$ cat src/hdl/itm_pkg.sv
// package of constants for the instruction timing sequencer
// assumes a single 50 MHz core clock and synchronous reset
package itm_pkg;
  localparam int unsigned CLK_HZ         = 50000000;
  localparam int unsigned STATES_PER_MC  = 4;
  localparam logic [7:0]  RESET_OPCODE   = 8'h00;
  localparam logic [2:0]  LEN_ONE        = 3'h1;
  localparam logic [2:0]  LEN_TWO        = 3'h2;
  localparam logic [2:0]  LEN_THREE      = 3'h3;
  localparam logic [2:0]  CYC_FIVE       = 3'h5;
  localparam logic [2:0]  CYC_EXTRA_JUMP = 3'h1;
  localparam logic [7:0]  OP_NOP         = 8'h00;
  localparam logic [7:0]  OP_INC_DP      = 8'hA3;
  localparam logic [7:0]  OP_MUL         = 8'hA4;
  localparam logic [7:0]  OP_DIV         = 8'h84;
  localparam logic [7:0]  OP_CLR_A       = 8'hE4;
  localparam logic [7:0]  OP_MOV_A_IMM   = 8'h74;
  localparam logic [7:0]  OP_MOV_IND_A   = 8'hF6;
  localparam logic [7:0]  OP_MOV_IND1_A  = 8'hF7;
  // machine-cycle state, gray coded along C1..C4
  typedef enum logic [1:0] {
    ST_C1 = 2'h0,
    ST_C2 = 2'h1,
    ST_C3 = 2'h3,
    ST_C4 = 2'h2
  } phase_t;
endpackage

$ cat src/hdl/itm_phase.sv
// four-state machine-cycle sequencer
// assumes CLK is the core clock and SRST a synchronous reset
`timescale 1ns/10ps
module itm_phase (
  input  wire logic            clk,        // core clock
  input  wire logic            srst,       // synchronous reset
  output itm_pkg::phase_t      phase,      // current state
  output      logic            mc_end      // last state of a machine cycle
);
  typedef struct packed {
    itm_pkg::phase_t ph;
  } st_t;
  st_t state_reg;
  st_t state_next;

  ////////////////////////////////////////////////////////////////////////
  // fixed order C1 -> C4, one clock each
  always_comb begin
    state_next = state_reg;
    case (state_reg.ph)
      itm_pkg::ST_C1: state_next.ph = itm_pkg::ST_C2;
      itm_pkg::ST_C2: state_next.ph = itm_pkg::ST_C3;
      itm_pkg::ST_C3: state_next.ph = itm_pkg::ST_C4;
      itm_pkg::ST_C4: state_next.ph = itm_pkg::ST_C1;
      default:        state_next.ph = itm_pkg::ST_C1;
    endcase
  end

  always_ff @(posedge clk) begin
    if (srst) begin
      state_reg.ph <= itm_pkg::ST_C1;
    end else begin
      state_reg <= state_next;
    end
  end

  assign phase  = state_reg.ph;
  assign mc_end = (state_reg.ph == itm_pkg::ST_C4);

  chk_phase_order: assert property (@(posedge clk) disable iff (srst)
    (phase == itm_pkg::ST_C1) |=> (phase == itm_pkg::ST_C2) ##1 (phase == itm_pkg::ST_C3)
      ##1 (phase == itm_pkg::ST_C4) ##1 (phase == itm_pkg::ST_C1))
    else $error("machine cycle states out of order");
endmodule

$ cat src/hdl/itm_decode.sv
// opcode decoder: byte length and machine-cycle count
// assumes a byte from program memory; pure combinational
`timescale 1ns/10ps
module itm_decode (
  input  wire logic [7:0] opcode,   // first instruction byte
  output      logic [2:0] len,      // instruction length in bytes
  output      logic [2:0] cycles,   // machine cycles to execute
  output      logic       known     // opcode is decoded here
);
  ////////////////////////////////////////////////////////////////////////
  // table of lengths; cycles follow bytes unless noted
  always_comb begin
    len    = itm_pkg::LEN_ONE;
    known  = 1'b1;
    casez (opcode)
      8'h00, 8'h04, 8'h14, 8'hD4, 8'hE4, 8'hF4, 8'h23, 8'h33,
      8'h03, 8'h13, 8'hC4, 8'hF6, 8'hF7:     len = itm_pkg::LEN_ONE;
      8'b0000_1???, 8'b0000_011?,
      8'b0001_1???, 8'b0001_011?,
      8'b0010_1???, 8'b0010_011?,
      8'b0011_1???, 8'b0011_011?,
      8'b0100_1???, 8'b0100_011?,
      8'b0101_1???, 8'b0101_011?,
      8'b0110_1???, 8'b0110_011?,
      8'b1001_1???, 8'b1001_011?,
      8'b1110_1???, 8'b1110_011?,
      8'b1111_1???:                         len = itm_pkg::LEN_ONE;
      8'h24, 8'h25, 8'h34, 8'h35, 8'h94, 8'h95, 8'h05, 8'h15,
      8'h42, 8'h44, 8'h45, 8'h52, 8'h54, 8'h55, 8'h62, 8'h64,
      8'h65, 8'hE5, 8'h74:                  len = itm_pkg::LEN_TWO;
      8'b1010_1???, 8'b0111_1???:            len = itm_pkg::LEN_TWO;
      8'h43, 8'h53, 8'h63:                   len = itm_pkg::LEN_THREE;
      8'hA3, 8'hA4, 8'h84:                   len = itm_pkg::LEN_ONE;
      default: begin
        len   = itm_pkg::LEN_ONE;
        known = 1'b0;
      end
    endcase
    // equal to bytes, with the listed exceptions
    cycles = len;
    if (opcode == itm_pkg::OP_INC_DP) begin
      cycles = itm_pkg::LEN_TWO;
    end
    if (opcode == itm_pkg::OP_MUL || opcode == itm_pkg::OP_DIV) begin
      cycles = itm_pkg::CYC_FIVE;
    end
  end
endmodule

$ cat src/hdl/itm_core.sv
// instruction fetch and timing sequencer with small datapath
// assumes program memory answers in the same clock as PM_ADDR
// assumes jump/call opcodes are signalled by JUMP_HINT from outside
`timescale 1ns/10ps

// Notes on behaviour
// - machine cycle is four clocks
// - states C1 to C4 in fixed order
// - at most one program byte fetched per cycle
// - cycles equal bytes for most instructions
// - jumps and calls take one extra cycle
// - results and flags match standard family; only a few accumulator ops and the immediate add set ACC and carry here
// - add decode lengths and cycles
// - add with carry decode lengths
// - subtract with borrow decode lengths
// - increment; pointer increment two cycles
// - decrement decode lengths and cycles
// - multiply and divide take five cycles
// - accumulator single byte single cycle ops
// - logical and decode lengths
// - logical or decode lengths
// - exclusive or decode lengths
// - moves into accumulator decode lengths
// - moves from accumulator one cycle
// - moves into registers from immediate or direct two cycles
// - no-operation one cycle, only counter moves
module itm_core (
  input  wire logic        CLK,         // core clock, 50 MHz
  input  wire logic        SRST,        // synchronous reset, high
  input  wire logic [7:0]  PM_DATA,     // program memory byte
  input  wire logic        JUMP_HINT,   // current opcode is jump or call
  output      logic [15:0] PM_ADDR,     // program memory address
  output      logic        PM_FETCH,    // fetch strobe, C1 only
  output      logic        INSTR_DONE,  // pulses in the clock after an instruction's last
  output      logic [7:0]  OPCODE,      // opcode in execution
  output      logic [2:0]  INSTR_LEN,   // its byte length
  output      logic [2:0]  INSTR_CYC,   // its machine cycles
  output      logic [2:0]  MC_INDEX,    // machine cycle within instruction
  output      logic [7:0]  ACC_OUT,     // accumulator_reg value
  output      logic        CARRY_OUT    // carry flag
);
  typedef struct packed {
    logic [15:0] pc;
    logic [7:0]  op;
    logic [2:0]  len;
    logic [2:0]  cyc;
    logic [2:0]  mc;
    logic [7:0]  operand;
    logic [7:0]  acc;
    logic        cy;
    logic        done;
    logic        jmp;
  } st_t;
  st_t state_reg;
  st_t state_next;

  itm_pkg::phase_t phase;
  logic            mc_end;
  logic [2:0]      dec_len;
  logic [2:0]      dec_cyc;
  logic            dec_known;
  logic            first_mc;
  logic            last_mc;
  logic [8:0]      sum9;

  ////////////////////////////////////////////////////////////////////////
  itm_phase u_phase (
    .clk    (CLK),
    .srst   (SRST),
    .phase  (phase),
    .mc_end (mc_end)
  );

  itm_decode u_decode (
    .opcode (PM_DATA),
    .len    (dec_len),
    .cycles (dec_cyc),
    .known  (dec_known)
  );

  ////////////////////////////////////////////////////////////////////////
  // instruction bounds; mc index 0 is the opcode cycle
  assign first_mc = (state_reg.mc == 3'h0);
  assign last_mc  = (state_reg.mc + 3'h1 >= state_reg.cyc);

  // accumulator adder for immediate add, carry taken per standard
  assign sum9 = {1'b0, state_reg.acc} + {1'b0, PM_DATA};

  ////////////////////////////////////////////////////////////////////////
  // sequencing: at most one fetch per machine cycle, in C1
  always_comb begin
    state_next      = state_reg;
    state_next.done = 1'b0;
    if (phase == itm_pkg::ST_C1) begin
      if (first_mc) begin
        // opcode fetch: latch length and cycles from the decoder
        state_next.op  = PM_DATA;
        state_next.len = dec_len;
        state_next.cyc = dec_known ? dec_cyc : itm_pkg::LEN_ONE;
        // remembered so that checks on the finished instruction know it was a jump
        state_next.jmp = JUMP_HINT;
        if (JUMP_HINT) begin
          state_next.cyc = dec_cyc + itm_pkg::CYC_EXTRA_JUMP;
        end
        state_next.pc  = state_reg.pc + 16'h0001;
      end else if (state_reg.mc < {1'b0, state_reg.len[1:0]}) begin
        // operand byte; unused cycles fetch nothing
        state_next.operand = PM_DATA;
        state_next.pc      = state_reg.pc + 16'h0001;
      end
    end
    if (mc_end) begin
      if (last_mc && !(first_mc && JUMP_HINT)) begin
        state_next.mc   = 3'h0;
        state_next.done = 1'b1;
        // execute a few accumulator ops; others left to the datapath
        case (state_reg.op)
          itm_pkg::OP_CLR_A:    state_next.acc = 8'h00;
          itm_pkg::OP_MOV_A_IMM: state_next.acc = state_reg.operand;
          8'h04:                state_next.acc = state_reg.acc + 8'h01;
          8'h14:                state_next.acc = state_reg.acc - 8'h01;
          8'hF4:                state_next.acc = ~state_reg.acc;
          8'hC4:                state_next.acc = {state_reg.acc[3:0], state_reg.acc[7:4]};
          8'h23:                state_next.acc = {state_reg.acc[6:0], state_reg.acc[7]};
          8'h03:                state_next.acc = {state_reg.acc[0], state_reg.acc[7:1]};
          8'h33: begin
            state_next.acc = {state_reg.acc[6:0], state_reg.cy};
            state_next.cy  = state_reg.acc[7];
          end
          8'h13: begin
            state_next.acc = {state_reg.cy, state_reg.acc[7:1]};
            state_next.cy  = state_reg.acc[0];
          end
          default: state_next.acc = state_reg.acc;
        endcase
      end else begin
        state_next.mc = state_reg.mc + 3'h1;
      end
    end
    // immediate add resolved at the operand fetch
    if (phase == itm_pkg::ST_C1 && !first_mc && state_reg.op == 8'h24) begin
      state_next.acc = sum9[7:0];
      state_next.cy  = sum9[8];
    end
  end

  ////////////////////////////////////////////////////////////////////////
  always_ff @(posedge CLK) begin
    if (SRST) begin
      state_reg.pc      <= 16'h0000;
      state_reg.op      <= itm_pkg::RESET_OPCODE;
      state_reg.len     <= itm_pkg::LEN_ONE;
      state_reg.cyc     <= itm_pkg::LEN_ONE;
      state_reg.mc      <= 3'h0;
      state_reg.operand <= 8'h00;
      state_reg.acc     <= 8'h00;
      state_reg.cy      <= 1'b0;
      state_reg.done    <= 1'b0;
      state_reg.jmp     <= 1'b0;
    end else begin
      state_reg <= state_next;
    end
  end

  // outputs
  assign PM_ADDR    = state_reg.pc;
  assign PM_FETCH   = (phase == itm_pkg::ST_C1) && (first_mc || state_reg.mc < {1'b0, state_reg.len[1:0]});
  assign INSTR_DONE = state_reg.done;
  assign OPCODE     = state_reg.op;
  assign INSTR_LEN  = state_reg.len;
  assign INSTR_CYC  = state_reg.cyc;
  assign MC_INDEX   = state_reg.mc;
  assign ACC_OUT    = state_reg.acc;
  assign CARRY_OUT  = state_reg.cy;

  ////////////////////////////////////////////////////////////////////////
  chk_fetch_spacing: assert property (@(posedge CLK) disable iff (SRST)
    PM_FETCH |=> !PM_FETCH [*3])
    else $error("two fetches within one machine cycle");
  chk_fetch_phase: assert property (@(posedge CLK) disable iff (SRST)
    PM_FETCH |-> phase == itm_pkg::ST_C1)
    else $error("fetch outside first state");
  chk_nop_timing: assert property (@(posedge CLK) disable iff (SRST)
    (INSTR_DONE && !state_reg.jmp && OPCODE == itm_pkg::OP_NOP) |-> $stable(ACC_OUT) && INSTR_CYC == 3'h1)
    else $error("nop changed state or took more than one cycle");
  chk_muldiv_cycles: assert property (@(posedge CLK) disable iff (SRST)
    (INSTR_DONE && (OPCODE == itm_pkg::OP_MUL || OPCODE == itm_pkg::OP_DIV)) |-> INSTR_CYC == 3'h5)
    else $error("multiply or divide not five cycles");
  chk_incdp_cycles: assert property (@(posedge CLK) disable iff (SRST)
    (INSTR_DONE && OPCODE == itm_pkg::OP_INC_DP) |-> INSTR_CYC == 3'h2 && INSTR_LEN == 3'h1)
    else $error("pointer increment timing wrong");
  chk_cyc_eq_len: assert property (@(posedge CLK) disable iff (SRST)
    (INSTR_DONE && !state_reg.jmp && OPCODE != itm_pkg::OP_INC_DP && OPCODE != itm_pkg::OP_MUL
      && OPCODE != itm_pkg::OP_DIV) |-> INSTR_CYC == INSTR_LEN)
    else $error("cycles differ from bytes");
  chk_mov_ind_one: assert property (@(posedge CLK) disable iff (SRST)
    (INSTR_DONE && OPCODE == itm_pkg::OP_MOV_IND_A) |-> INSTR_LEN == 3'h1 && INSTR_CYC == 3'h1)
    else $error("move to indirect not one cycle");
  chk_done_spacing: assert property (@(posedge CLK) disable iff (SRST)
    INSTR_DONE |=> !INSTR_DONE [*3])
    else $error("instruction shorter than four clocks");
  chk_clr_acc: assert property (@(posedge CLK) disable iff (SRST)
    (INSTR_DONE && OPCODE == itm_pkg::OP_CLR_A) |-> ACC_OUT == 8'h00)
    else $error("clear left accumulator nonzero");
  chk_jump_extra: assert property (@(posedge CLK) disable iff (SRST)
    (INSTR_DONE && state_reg.jmp && OPCODE == itm_pkg::OP_NOP) |-> INSTR_CYC == 3'h2)
    else $error("jump did not take one extra cycle");
  cov_three_byte: cover property (@(posedge CLK) INSTR_DONE && INSTR_LEN == 3'h3);
  cov_mul: cover property (@(posedge CLK) INSTR_DONE && OPCODE == itm_pkg::OP_MUL);
  cov_jump: cover property (@(posedge CLK) INSTR_DONE && INSTR_CYC > INSTR_LEN);
endmodule

$ cat config.mk
export PLATFORM = sky130hd
export DESIGN_NAME = itm_core
export DESIGN_NICKNAME = d
export VERILOG_FILES = /design/src/hdl/itm_pkg.sv /design/src/hdl/itm_phase.sv /design/src/hdl/itm_decode.sv /design/src/hdl/itm_core.sv
export SDC_FILE = /design/constraint.sdc
export NUM_CORES = 1
export LEC_CHECK = 0
export BUFFER_PORTS_ARGS = -buffer_cell sky130_fd_sc_hd__buf_4
export CORE_ASPECT_RATIO = 1.4
export CORE_UTILIZATION = 44
export CTS_CLUSTER_DIAMETER = 60
export DETAILED_ROUTE_END_ITERATION = 12
export GPL_TIMING_DRIVEN = 0
export HOLD_SLACK_MARGIN = 0.03
export PLACE_DENSITY = 0.66
export SLEW_MARGIN = 10
export SYNTH_ARGS = -nofsm -noshare
export SYNTH_HDL_FRONTEND = slang
export SYNTH_SLANG_ARGS = --single-unit
export TNS_END_PERCENT = 30
$ cat constraint.sdc
create_clock -name CLK -period 2.7 [get_ports CLK]
set_clock_uncertainty 0.2 [all_clocks]
set_input_delay 0.27 -clock CLK [delete_from_list [all_inputs] [get_ports CLK]]
set_output_delay 0.27 -clock CLK [all_outputs]
set_load 0.02 [all_outputs]
-- Word-level counts from Yosys, hierarchy flattened
Cells that the tools add are included.
- add/subtract/negate cells: 6
- reductions and logical operators: 26
- bitwise logic cells: 3
- mux-type cells: 15
- magnitude comparators: 2
- equal/unequal tests: 72
- operators with widths (kind ; number):
    equality test 8 bit (second input constant) ; 15
    equality test 8 x 7 -> 1 bit (second input constant) ; 14
    case mux 8 bit (10 select lines) ; 1
    equality test 8 x 6 -> 1 bit (second input constant) ; 9
    OR reduction 59 bit ; 1
    equality test 8 x 5 -> 1 bit (second input constant) ; 5
    two-way mux 16 bit ; 2
    equality test 8 x 3 -> 1 bit (second input constant) ; 3
    equality test 7 x 6 -> 1 bit (second input constant) ; 3
    OR reduction 21 bit ; 1
    equality test 5 x 4 -> 1 bit (second input constant) ; 4
    equality test 5 bit (second input constant) ; 4
    two-way mux 10 bit ; 2
    adder 16 x 1 -> 16 bit (second input constant) ; 1
    equality test 8 x 2 -> 1 bit (second input constant) ; 2
    equality test 7 x 5 -> 1 bit (second input constant) ; 2
    equality test 7 bit (second input constant) ; 2
    two-way mux 3 bit ; 4
    nonzero test 11 bit ; 1
    equality test 5 x 3 -> 1 bit (second input constant) ; 2
    adder 8 x 8 -> 9 bit ; 1
    two-way mux 9 bit ; 1
    AND reduction 3 bit ; 3
    adder 8 x 1 -> 8 bit (second input constant) ; 1
    other kinds (28) ; 40
- logic and storage cells: 134
- register bits after elaboration: 53

-- Logic depth before layout (Yosys ltp)
Gate-level depths: netlist of run 1.
- depth in word-level cells: 7
- gate-level depth with buffers: 11
- gate-level depth less buffers: 10

-- Hierarchy
From an unflattened synthesis of run 1, not the netlist that was laid out.
- cells, all modules: 530
- area total of the unflattened synthesis: 4127.7 um^2
- by module, submodules not included (module ; times used ; area an instance (um^2) ; cells each ; seq. area each (um^2)):
    itm_core ; 1 ; 3627.2 ; 460 ; 1021.0
    itm_decode ; 1 ; 444.2 ; 65 ; 0.0
    itm_phase ; 1 ; 56.3 ; 5 ; 40.0

-- Worst setup path after synthesis of run 1
OpenSTA, ideal clock, no wires.
- kind: flip-flop to flip-flop
- start: register state_reg (netlist bit OPCODE[6])
- end: register state_reg (netlist bit ACC_OUT[4])
- cell stages (with the launch flop): 11
- clock period less this slack: 2.786 ns
- library setup time: 0.130 ns
- arrival: 2.456 ns
- setup slack: -0.086 ns
- cell sequence: dfxtp_1 buf_6 nor4b_2 nand2_1 xnor2_1 ha_1 or4_1 mux2_2 nand3_1 nor3b_1 o22ai_1
- word-level cells in the longest chain between the ends: 5
- RTL lines (what ; line ; RTL):
    start, declared ; itm_core.sv:54 ; st_t state_reg;
    start signal, assigned ; itm_core.sv:161 ; state_reg <= state_next;
    equality test 8 x 5 -> 1 bit (tied with other cells) ; itm_core.sv:117 ; case (state_reg.op)
    case mux 8 bit (10 select lines) ; itm_core.sv:117 ;
    two-way mux 10 bit ; itm_core.sv:113 ; if (last_mc && !(first_mc && JUMP_HINT)) begin
    two-way mux 10 bit ; itm_core.sv:112 ; if (mc_end) begin
    two-way mux 9 bit ; itm_core.sv:141 ; if (phase == itm_pkg::ST_C1 && !first_mc && state_reg.op == 8'h24) begin
Parallel ways exist; a longest one is shown, timed or not. The select of a mux whose other input is x is not followed.
A chain may end at the register's enable or synchronous reset.

-- Final worst setup path of run 1
- start: register state_reg (netlist bit OPCODE[1])
- end: register state_reg (netlist bit ACC_OUT[4])
Same word-level chain as after synthesis.

==> results by stage, run 1 <==
Run status:
- The run finished with clean final reports.

Floorplanning:
- The boundary pin count is 55.
- For this configuration, the core starts out at a cell density of 45.3%.
- From left edge to right edge, the die measures 81.6 um.
- The die area is 9260 um^2.
- The placement row count is 40.
- The die extent in y is 113 um.
- The core region is between 8000 and 9000 um^2.

Placement:
- The instance area at placement is 4430 um^2.
- The count of buffers added on input and output ports is 52.
- The weighted congestion reported at the end of routability-driven placement is 0.904.
- Detailed placement ended at an HPWL of approximately 8 mm.

GRT:
- For this run, the total global-route usage over all layers was measured as 24.6%.
- The number of global-route vias before repair came to between 3000 and 4000.
- The overflow left after global routing is 0.
- Entering global routing, the biggest net connects 17 pins.
- The initial antenna violation count is 0.
- The first global-routing pass estimated 17.5 mm of wire.

Clocking:
- The clock tree synthesis step divided the H-tree into 2 levels.
- TritonCTS built the clock tree.
- Counting along the longest clock path gives a buffer depth of 2.
- Counting the buffers created by CTS gives 5.
- The root buffer cell is clkbuf_16.
- The clock insertion delay at the later pin of the skew report is 300 ps.
- Clock tree synthesis found a total of 52 sinks.
- After clock tree synthesis, the clock-pin slew on the worst setup and hold paths is 70 ps.

Setup path:
- The critical-path cell with the highest stage delay is or4_4.
- The critical path endpoint category is a register.
- The critical path in this run is classified as register to register.
- The cell family with the largest share of critical-path delay is simple AND/OR/NAND/NOR gates.
- Traced cell by cell, the critical path runs through nor4b_4, nand2_2, xnor2_2, ha_2, or4_4, mux2_2, nand3_1, nor3b_4, o22ai_1.
- The critical path contains buffers and inverters numbering 0 combined.
- STA puts the critical path data arrival time at 2660 ps.
- The endpoint identified for the worst register-to-register timing path is ACC_OUT[4]$_SDFFE_PP0P_.
- In this run the critical register-to-register path is launched from OPCODE[1]$_SDFFE_PP0P_.
- The endpoint required time on the critical path is 2660 ps.
- Of all nets on the critical path, the largest fanout is 5.
- In this run the worst setup path begins at OPCODE[1]$_SDFFE_PP0P_.
- Following the worst setup path forward leads to its endpoint at ACC_OUT[4]$_SDFFE_PP0P_.
- The sort of element at the start of the critical path is a register.
- Measured in cells, the most critical reg-to-reg path has a length of 9.
- The total stage count of the critical path is 9.
- The largest stage delay on the critical path is ~450 ps.
- The worst-case register-to-register setup slack is 3 ps.

Yosys:
- The dominant synthesized flop cell is dfxtp_1.
- The synthesized netlist devotes 18.9% of its cell area to compound gates.
- The arithmetic-cell share of the synthesized area counting full adders, half adders and majority gates is 5.96%.
- The xor/xnor cell area share of the yosys netlist is 4.71%.
- The async set-or-reset flop fraction in the synthesized netlist is 0%.
- After synthesis the netlist holds a flip-flop and latch count of between 50 and 60.
- The proportion of synthesized area in mux cells is under 10%.
- Summing every instance area after synthesis gives 3900 um^2.
- The count of unique library cells instantiated by Yosys is between 60 and 70.
- Summing the sequential cell areas from Yosys gives 26.7% of the chip area.
- The post-synthesis net count is 523.
- The number of synthesized flops with an enable pin is 0.
- The synthesized area per cell is roughly 7.9 um^2.
- The yosys synthesis warning count is 0.
- The number of standard cells after synthesis is 494.
- After synthesis, the largest family of logic cells by area is simple AND/OR/NAND/NOR gates.
- The simple-gate portion of the synthesized area is 26.1%.

Routing:
- After detailed routing, the number of remaining DRC violations is 0.
- The detail route stage leaves a number of antenna-violating nets equal to 0.
- The number of iterations in the first detailed-routing pass is 5.
- The post-detailed-routing wire length is 11.2 mm.
- Dividing the detail-routed wire length by the instance count gives about 17 um.
- After detailed routing, the number of vias per cell comes to 5.75.
- The final route contains 3819 vias.
- For this block, the initial DRC count from the detailed router was 260.

STA:
- The clock period minus final worst setup slack is 2700 ps.
- After routing, the total negative slack on setup checks comes to 0 ps.
- Setup violations remaining at the end of the flow were counted as 0.
- The share of the clock period used by the worst path is about 100%.
- For the pin with the worst max-slew slack, the measured transition is roughly 560 ps.
- The total count of max-transition violations in the final report is 0.
- The final-report hold violation count is 0.
- The relative slew slack is a little over three fifths.
- The timing-limited maximum frequency is ~0.37 GHz.
- Setup repair after global routing could not meet its margin everywhere.
- The final hold slack is 82.0 ps.

Worst hold path:
- The worst hold path was traced through 3 stages.
- The class of the most critical hold timing path is input port to register.

Power:
- The worst ir drop on vdd is 0.440 mV.
- The static leakage is 1.90 nW.
- The share of total power in combinational logic is 21.5%.
- In this run switching power makes up 30.0% of total power.
- The sequential fraction of design power is ~44%.
- Of the total power, the clock network draws 34.3%.
- The power density relative to cell area is 400 nW/um^2.
- The cell-internal power is 0.00131 W.
- In this run the power spent charging and discharging nets is 0.000563 W.

Layout:
- The register with the most flip-flops in the layout has 16 of them.
- The finished cells cover 4690 um^2.
- The number of nets in the layout is between 500 and 600.
- Cells with a size suffix above 1 make up between 20% and 30% of the layout.
- The area growth from synthesis to layout is 20.3%.
- Cells fill approximately 55% of the core in the end.
- The number of diodes is 0.

Flow run:
- The number of maximum-capacitance violations is 0.
[tightest hold or removal path, cell delays in order]
cell and delay, ps:
buf_4 150, nand2_1 70, a21oi_1 50
[cell families after synthesis]
kind of cell,count (synthesis)
DFF,52
muxes,19
other,1
adders and majority gates,18
AOI/OAI and AO/OA,108
xor gates and xnor gates,21
and+or+nand+nor,189
buffers and inverters,86
[worst min path at each step]
stage                                            from                     endpoint  slack (ps)
after floorplan                            PM_DATA[6]       OPCODE[6]$_SDFFE_PP0P_         210
after global placement    u_phase.phase[1]$_SDFF_PP0_  u_phase.phase[0]$_SDFF_PP0_         240
after detailed placement  u_phase.phase[1]$_SDFF_PP0_  u_phase.phase[0]$_SDFF_PP0_         250
after CTS                                  PM_DATA[1]       OPCODE[1]$_SDFFE_PP0P_          80
after global routing                       PM_DATA[1]       OPCODE[1]$_SDFFE_PP0P_          90
final                                      PM_DATA[1]       OPCODE[1]$_SDFFE_PP0P_          80
[Yosys cell counts, types with 7 or more instances]
cell	instances	area [um^2]
dfxtp_1	52	1040
nor2_1	52	195
buf_4	42	315
nand2_1	42	158
a21oi_1	28	140
mux2i_1	18	180
ha_1	17	213
clkbuf_1	15	56.3
inv_1	15	56.3
xnor2_1	15	131
nor3_1	13	65.1
o21ai_0	12	60.1
nand2b_1	11	68.8
nand3_1	11	55.1
a22oi_1	8	60.1
nor4_1	8	50.1
o21ai_1	7	35.0
[cell usage in the layout (no fill, tap or decap), types with 8 or more instances in the layout]
master | Yosys | final
nor3_1 | 13 | 13
a21oi_1 | 28 | 27
dfxtp_1 | 52 | 46
xnor2_1 | 15 | 14
clkbuf_1 | 15 | 16
nor4_1 | 8 | 8
o21ai_0 | 12 | 11
buf_4 | 42 | 100
nand2_1 | 42 | 41
o21ai_1 | 7 | 8
ha_1 | 17 | 16
a22oi_1 | 8 | 8
inv_1 | 15 | 15
nor2_1 | 52 | 52
nand3_1 | 11 | 11
nand2b_1 | 11 | 11
mux2i_1 | 18 | 18
[power groups by stage]
stage,clock network [W],logic [W],registers [W]
6_report,0.000645,0.000403,0.000830
3_5_place_dp,0,0.000390,0.000846
4_1_cts,0.000660,0.000397,0.000829
2_1_floorplan,0,0.000271,0.000838
3_3_place_gp,0,0.000385,0.000845
5_1_grt,0.000695,0.000435,0.000835
[final cells by class]
class	instances	area, um^2
fill	838	3910
multi-input combinational	356	2440
sequential	52	1050
timing repair buffer	58	435
buffer	69	428
tap	105	131
clock buffer	6	129
inverter	16	60.1
clock inverter	2	16.3
[repair_timing]
| item | 4_1_cts | 5_1_grt |
|---|---|---|
| buffers inserted | 5 | 1 |
| setup endpoints to repair | 7 | 6 |
| gates resized for setup | 13 | 9 |
| hold endpoints to repair | 0 | 0 |
| hold buffers | 0 | 0 |
| pin swaps | 6 | 6 |
[metrics by stage]
| step | total power, W | setup WS, ps | instances |
|---|---|---|---|
| global route | 0.00196 | -84.1 | 664 |
| global placement | 0.00123 | -535 | 651 |
| finish | 0.00188 | 3.28 | 664 |
| detailed placement | 0.00124 | -566 | 651 |
| floorplan | 0.00111 | 0.927 | 494 |
| CTS | 0.00189 | 6.73 | 663 |
[routing by layer]
layer  part of all wire, %  GRT usage [%]  wire (um)  vias to the layer above
met1                    41           28.5       4570                     1831
met3                   4.1           3.44        455                       24
li1                      -              -          -                     1857
met4                   3.0           10.9        333                        0
met2                    52           43.7       5830                      107
met5                     0              0          0                        -
No activity file was read; power rests on OpenSTA's default activity.
==> run 2, diff against run 1 <==
--- a/config.mk
+++ b/config.mk
@@ -5,6 +5,7 @@
 export SDC_FILE = /design/constraint.sdc
 export NUM_CORES = 1
 export LEC_CHECK = 0
+export ABC_AREA = 1
 export BUFFER_PORTS_ARGS = -buffer_cell sky130_fd_sc_hd__buf_4
 export CORE_ASPECT_RATIO = 1.4
 export CORE_UTILIZATION = 44
==> results by stage, run 2 <==
Layout:
- The multi-input gate area in the final layout is 2230 um^2 (-8.8%).
- The number of nets in the layout is 687 (+17%).
- The number of fill cells is 902 (+7.6%).
- The library cell used most frequently in the layout, excluding fill and tap cells, is nand2_1.
- The number of flip-flops under the largest register name is 16 (unchanged).
- In the layout the commonest cells are nand2_1, buf_4, inv_1.
- The total non-filler cell area in the finished layout was 4670 um^2 (-0.61%).
- The layout cell share with drive strength beyond 1 was 22.3% (-3.8 points).
- The sequential cell area is 1050 um^2 (-0.48%).
- From synthesis to final layout, the design area changed by 17.5%.
- The number of diodes is 0 (unchanged).

Setup path:
- Among cell families on the critical path, the largest total delay comes from adder cells.
- The worst setup path is launched from a register.
- Walking the worst path, the cells encountered are ha_1, inv_1, fa_1, inv_1, nand3_1, nand2_1, a21oi_1, o21bai_1, a21o_1, a21oi_1, nor2_1, nor2_1, nor2_1.
- The total stage count of the critical path is 13 (+4).
- The total buffers and inverters traversed by the critical path was 2 (+2).
- The class of the most critical setup path is register to register.
- The endpoint required time on the critical path is 2730 ps (+70 ps).
- STA classifies the critical path endpoint as a register.
- The depth of the most critical reg-to-reg path was 13 (+4).
- The data arrival time of the critical path is 2630 ps (-30 ps).
- The largest stage delay on the critical path was 560 ps (+110 ps).
- The critical-path cell with the highest stage delay is dfxtp_1.
- The maximum fanout along the worst path is 8 (+3).
- The cell that appears most often on the critical path is nor2_1.

Clocking:
- The deepest level of the CTS H-tree is 2 (unchanged).
- The clock buffer count from CTS is 5 (unchanged).
- The clock-pin transition on the worst setup and hold timing paths is 70 ps (about the same).
- TritonCTS built the clock tree.
- The sink count of the clock tree is 52 (unchanged).
- The deepest clock path buffer count was 2 (unchanged).
- The root buffer cell is clkbuf_16.
- The clock insertion delay at the later pin of the skew report is 290 ps (about the same).

Placement:
- The weighted congestion reported at the end of routability-driven placement is 1.01 (+12%).
- The instance area at placement is 4490 um^2 (+1.3%).
- The quantity of I/O buffers inserted on ports came to 52 (unchanged).
- The post-detailed-placement half-perimeter wirelength was 8.42 mm (+2.5%).
- The setup slack at placement is -125 ps (+441 ps).

Flow run:
- The number of maximum-capacitance violations was 0 (unchanged).

Yosys:
- The count of unique library cells instantiated by Yosys is 54 (-21%).
- The cell type contributing the most total cell area after synthesis is dfxtp_1.
- By area the synthesized netlist is led by dfxtp_1, nand2_1, buf_4.
- In the synthesized netlist, the cells that appear most often are nand2_1, inv_1, a21oi_1.
- The number of synthesized flops with an enable pin is 0 (unchanged).
- The sequential element share of the synthesized area is 26.2% (-0.45 points).
- The post-synthesis net count was 627 (+20%).
- The synthesized area per cell is 6.64 um^2 (-16%).
- The share of the synthesized area in the top cell type is 26.2% (-0.45 points).
- The dominant synthesized flop cell is dfxtp_1.
- The synthesis-stage register bit count is 52 (unchanged).
- The number of standard cells after synthesis came to 598 (+21%).
- The yosys synthesis warning count is 0 (unchanged).
- The most instantiated library cell after synthesis is nand2_1.
- The post-synthesis instance area is 3970 um^2 (+1.7%).
- The async set-or-reset flop fraction in the synthesized netlist was 0% (unchanged).

Routing:
- The post-detailed-routing wire length is 10.7 mm (-4.0%).
- The total via count after detailed routing is 4039 (+5.8%).
- The number of DRC violations after detailed routing was 0 (unchanged).
- The via-per-instance ratio is 5.29 (-8.1%).
- The per-cell routed wire length was 14.1 um (-17%).
- The remaining antenna violation count after routing is 0 (unchanged).
- The violation count after the first detailed-route iteration is 263 (+1.2%).
- The number of iterations in the first detailed-routing pass is 7 (+2).

GRT:
- The overall routing resource usage was 24.0% (-0.53 points).
- The number of global-route vias before repair came to 3741 (+5.4%).
- The initial antenna violation count is 0 (unchanged).
- The maximum number of pins on one net before global-route repair came to 16 (-1).
- The overflow left after global routing is 0 (unchanged).
- The global-route wire length before repair is 17.4 mm (-0.87%).

Power:
- The power density relative to cell area is 406 nW/um^2 (+1.4%).
- The total power consumption of the routed design is 0.00189 W (+0.82%).
- The static leakage is 2.25 nW (+18%).
- The worst ir drop on vdd came to 0.372 mV (-15%).

Worst hold path:
- The class of the most critical hold timing path is input port to register.
- The hold-critical path depth came to 3 (unchanged).

STA:
- The total count of max-transition violations in the final report is 0 (unchanged).
- The final hold slack is 34.4 ps (-47.6 ps).
- The share of the clock period used by the worst path is 96.1% (-3.8 points).
- The final-report hold violation count is 0 (unchanged).
- The relative slew slack was 52.8% (-9.7 points).
- The timing-limited maximum frequency is 0.385 GHz (+3.9%).
- Setup repair after global routing left no endpoint under its margin.
- The clock period minus final worst setup slack is 2600 ps (-102 ps).
- The transition time at the pin with the least slew margin was 705 ps (+142 ps).
- The worst-case setup margin in the final layout is 105 ps (+102 ps).
- The final-report setup violation count is 0 (unchanged).

Floorplanning:
- The area inside the core boundary is 8660 um^2 (+0.58%).
- The boundary pin count came to 55 (unchanged).
- The die area was 9410 um^2 (+1.7%).
- The width of the die was 82.3 um (+0.84%).
- The die extent in y is 114 um (+0.85%).
- The starting utilization of the core area came to 45.9% (+0.52 points).
- The placement row count came to 40 (unchanged).

Run status:
- The run finished with clean final reports.
[run 2: cell types whose count changed in the layout (fill, tap and decap cells not counted), moves of 11 or more]
cell      delta
inv_1       +62
nand2_1     +56
o21ai_0     +39
a21oi_1     +33
nand3_1     +23
mux2i_1     -18
xnor2_1     -12
nand2b_1    -11
[run 2: logic make-up after synthesis]
family,count (synthesis),share of synthesized area [%]
other,1,0.0944
and+or+nand+nor,237,28.6
AOI/OAI and AO/OA,144,20.4
adders and majority gates,18,5.86
xor gates and xnor gates,4,0.882
DFF,52,26.2
buffers and inverters,142,17.9
[run 2: per-stage QoR]
step | util [%] | cells | TNS [ps]
final | 53.9 | 764 | 0
after global routing | 53.9 | 764 | 0
after CTS | 53.7 | 764 | 0
after detailed placement | 51.9 | 755 | -706
after global placement | 51.9 | 755 | -636
after floorplan | - | 598 | 0
[run 2: area by class of cell]
type / count / area share (%)
flip-flops and latches: 52 / 22.4
clock buffers: 6 / 2.98
well taps: 105 / 2.82
inverters: 88 / 7.19
plain buffers: 54 / 8.07
clock inverters: 2 / 0.215
multi-input cells: 404 / 47.8
repair buffers: 53 / 8.53
[run 2: power breakdown]
group          internal [W]  leakage (nW)  switching (W)
Sequential         0.000801         0.425      0.0000349
Clock              0.000366        0.0766       0.000288
Combinational      0.000160          1.74       0.000243
[run 2: layer usage]
layer	vias to the layer above	share of wire [%]	routed length [um]	track usage, %
met5	-	0	0	0
met4	0	3.6	382	11.0
met3	33	4.1	445	2.87
met2	103	51	5490	43.3
met1	1840	41	4420	27.4
li1	2063	-	-	-
[run 2: path summary, 6_finish.rpt]
path | endpoint | slack [ps] | start
worst max-delay path | CARRY_OUT$_SDFFE_PP0P_ | 100 | ACC_OUT[0]$_SDFFE_PP0P_
worst min-delay path | INSTR_CYC[0]$_SDFFE_PP1P_ | 30 | JUMP_HINT
worst max register to register | CARRY_OUT$_SDFFE_PP0P_ | 100 | ACC_OUT[0]$_SDFFE_PP0P_
worst min register to register | u_phase.phase[0]$_SDFF_PP0_ | 230 | u_phase.phase[1]$_SDFF_PP0_
[run 2: timing repair]
action | 4_1_cts | 5_1_grt
buffers inserted | 1 | 0
gates resized for setup | 2 | 5
pin swaps | 1 | 2
hold buffers | 0 | 0
endpoints found under the setup margin | 8 | 8
[run 2: worst min-delay path, stage by stage]
cell and delay (ps):
buf_4 100, o21ai_0 80, nand2_1 60
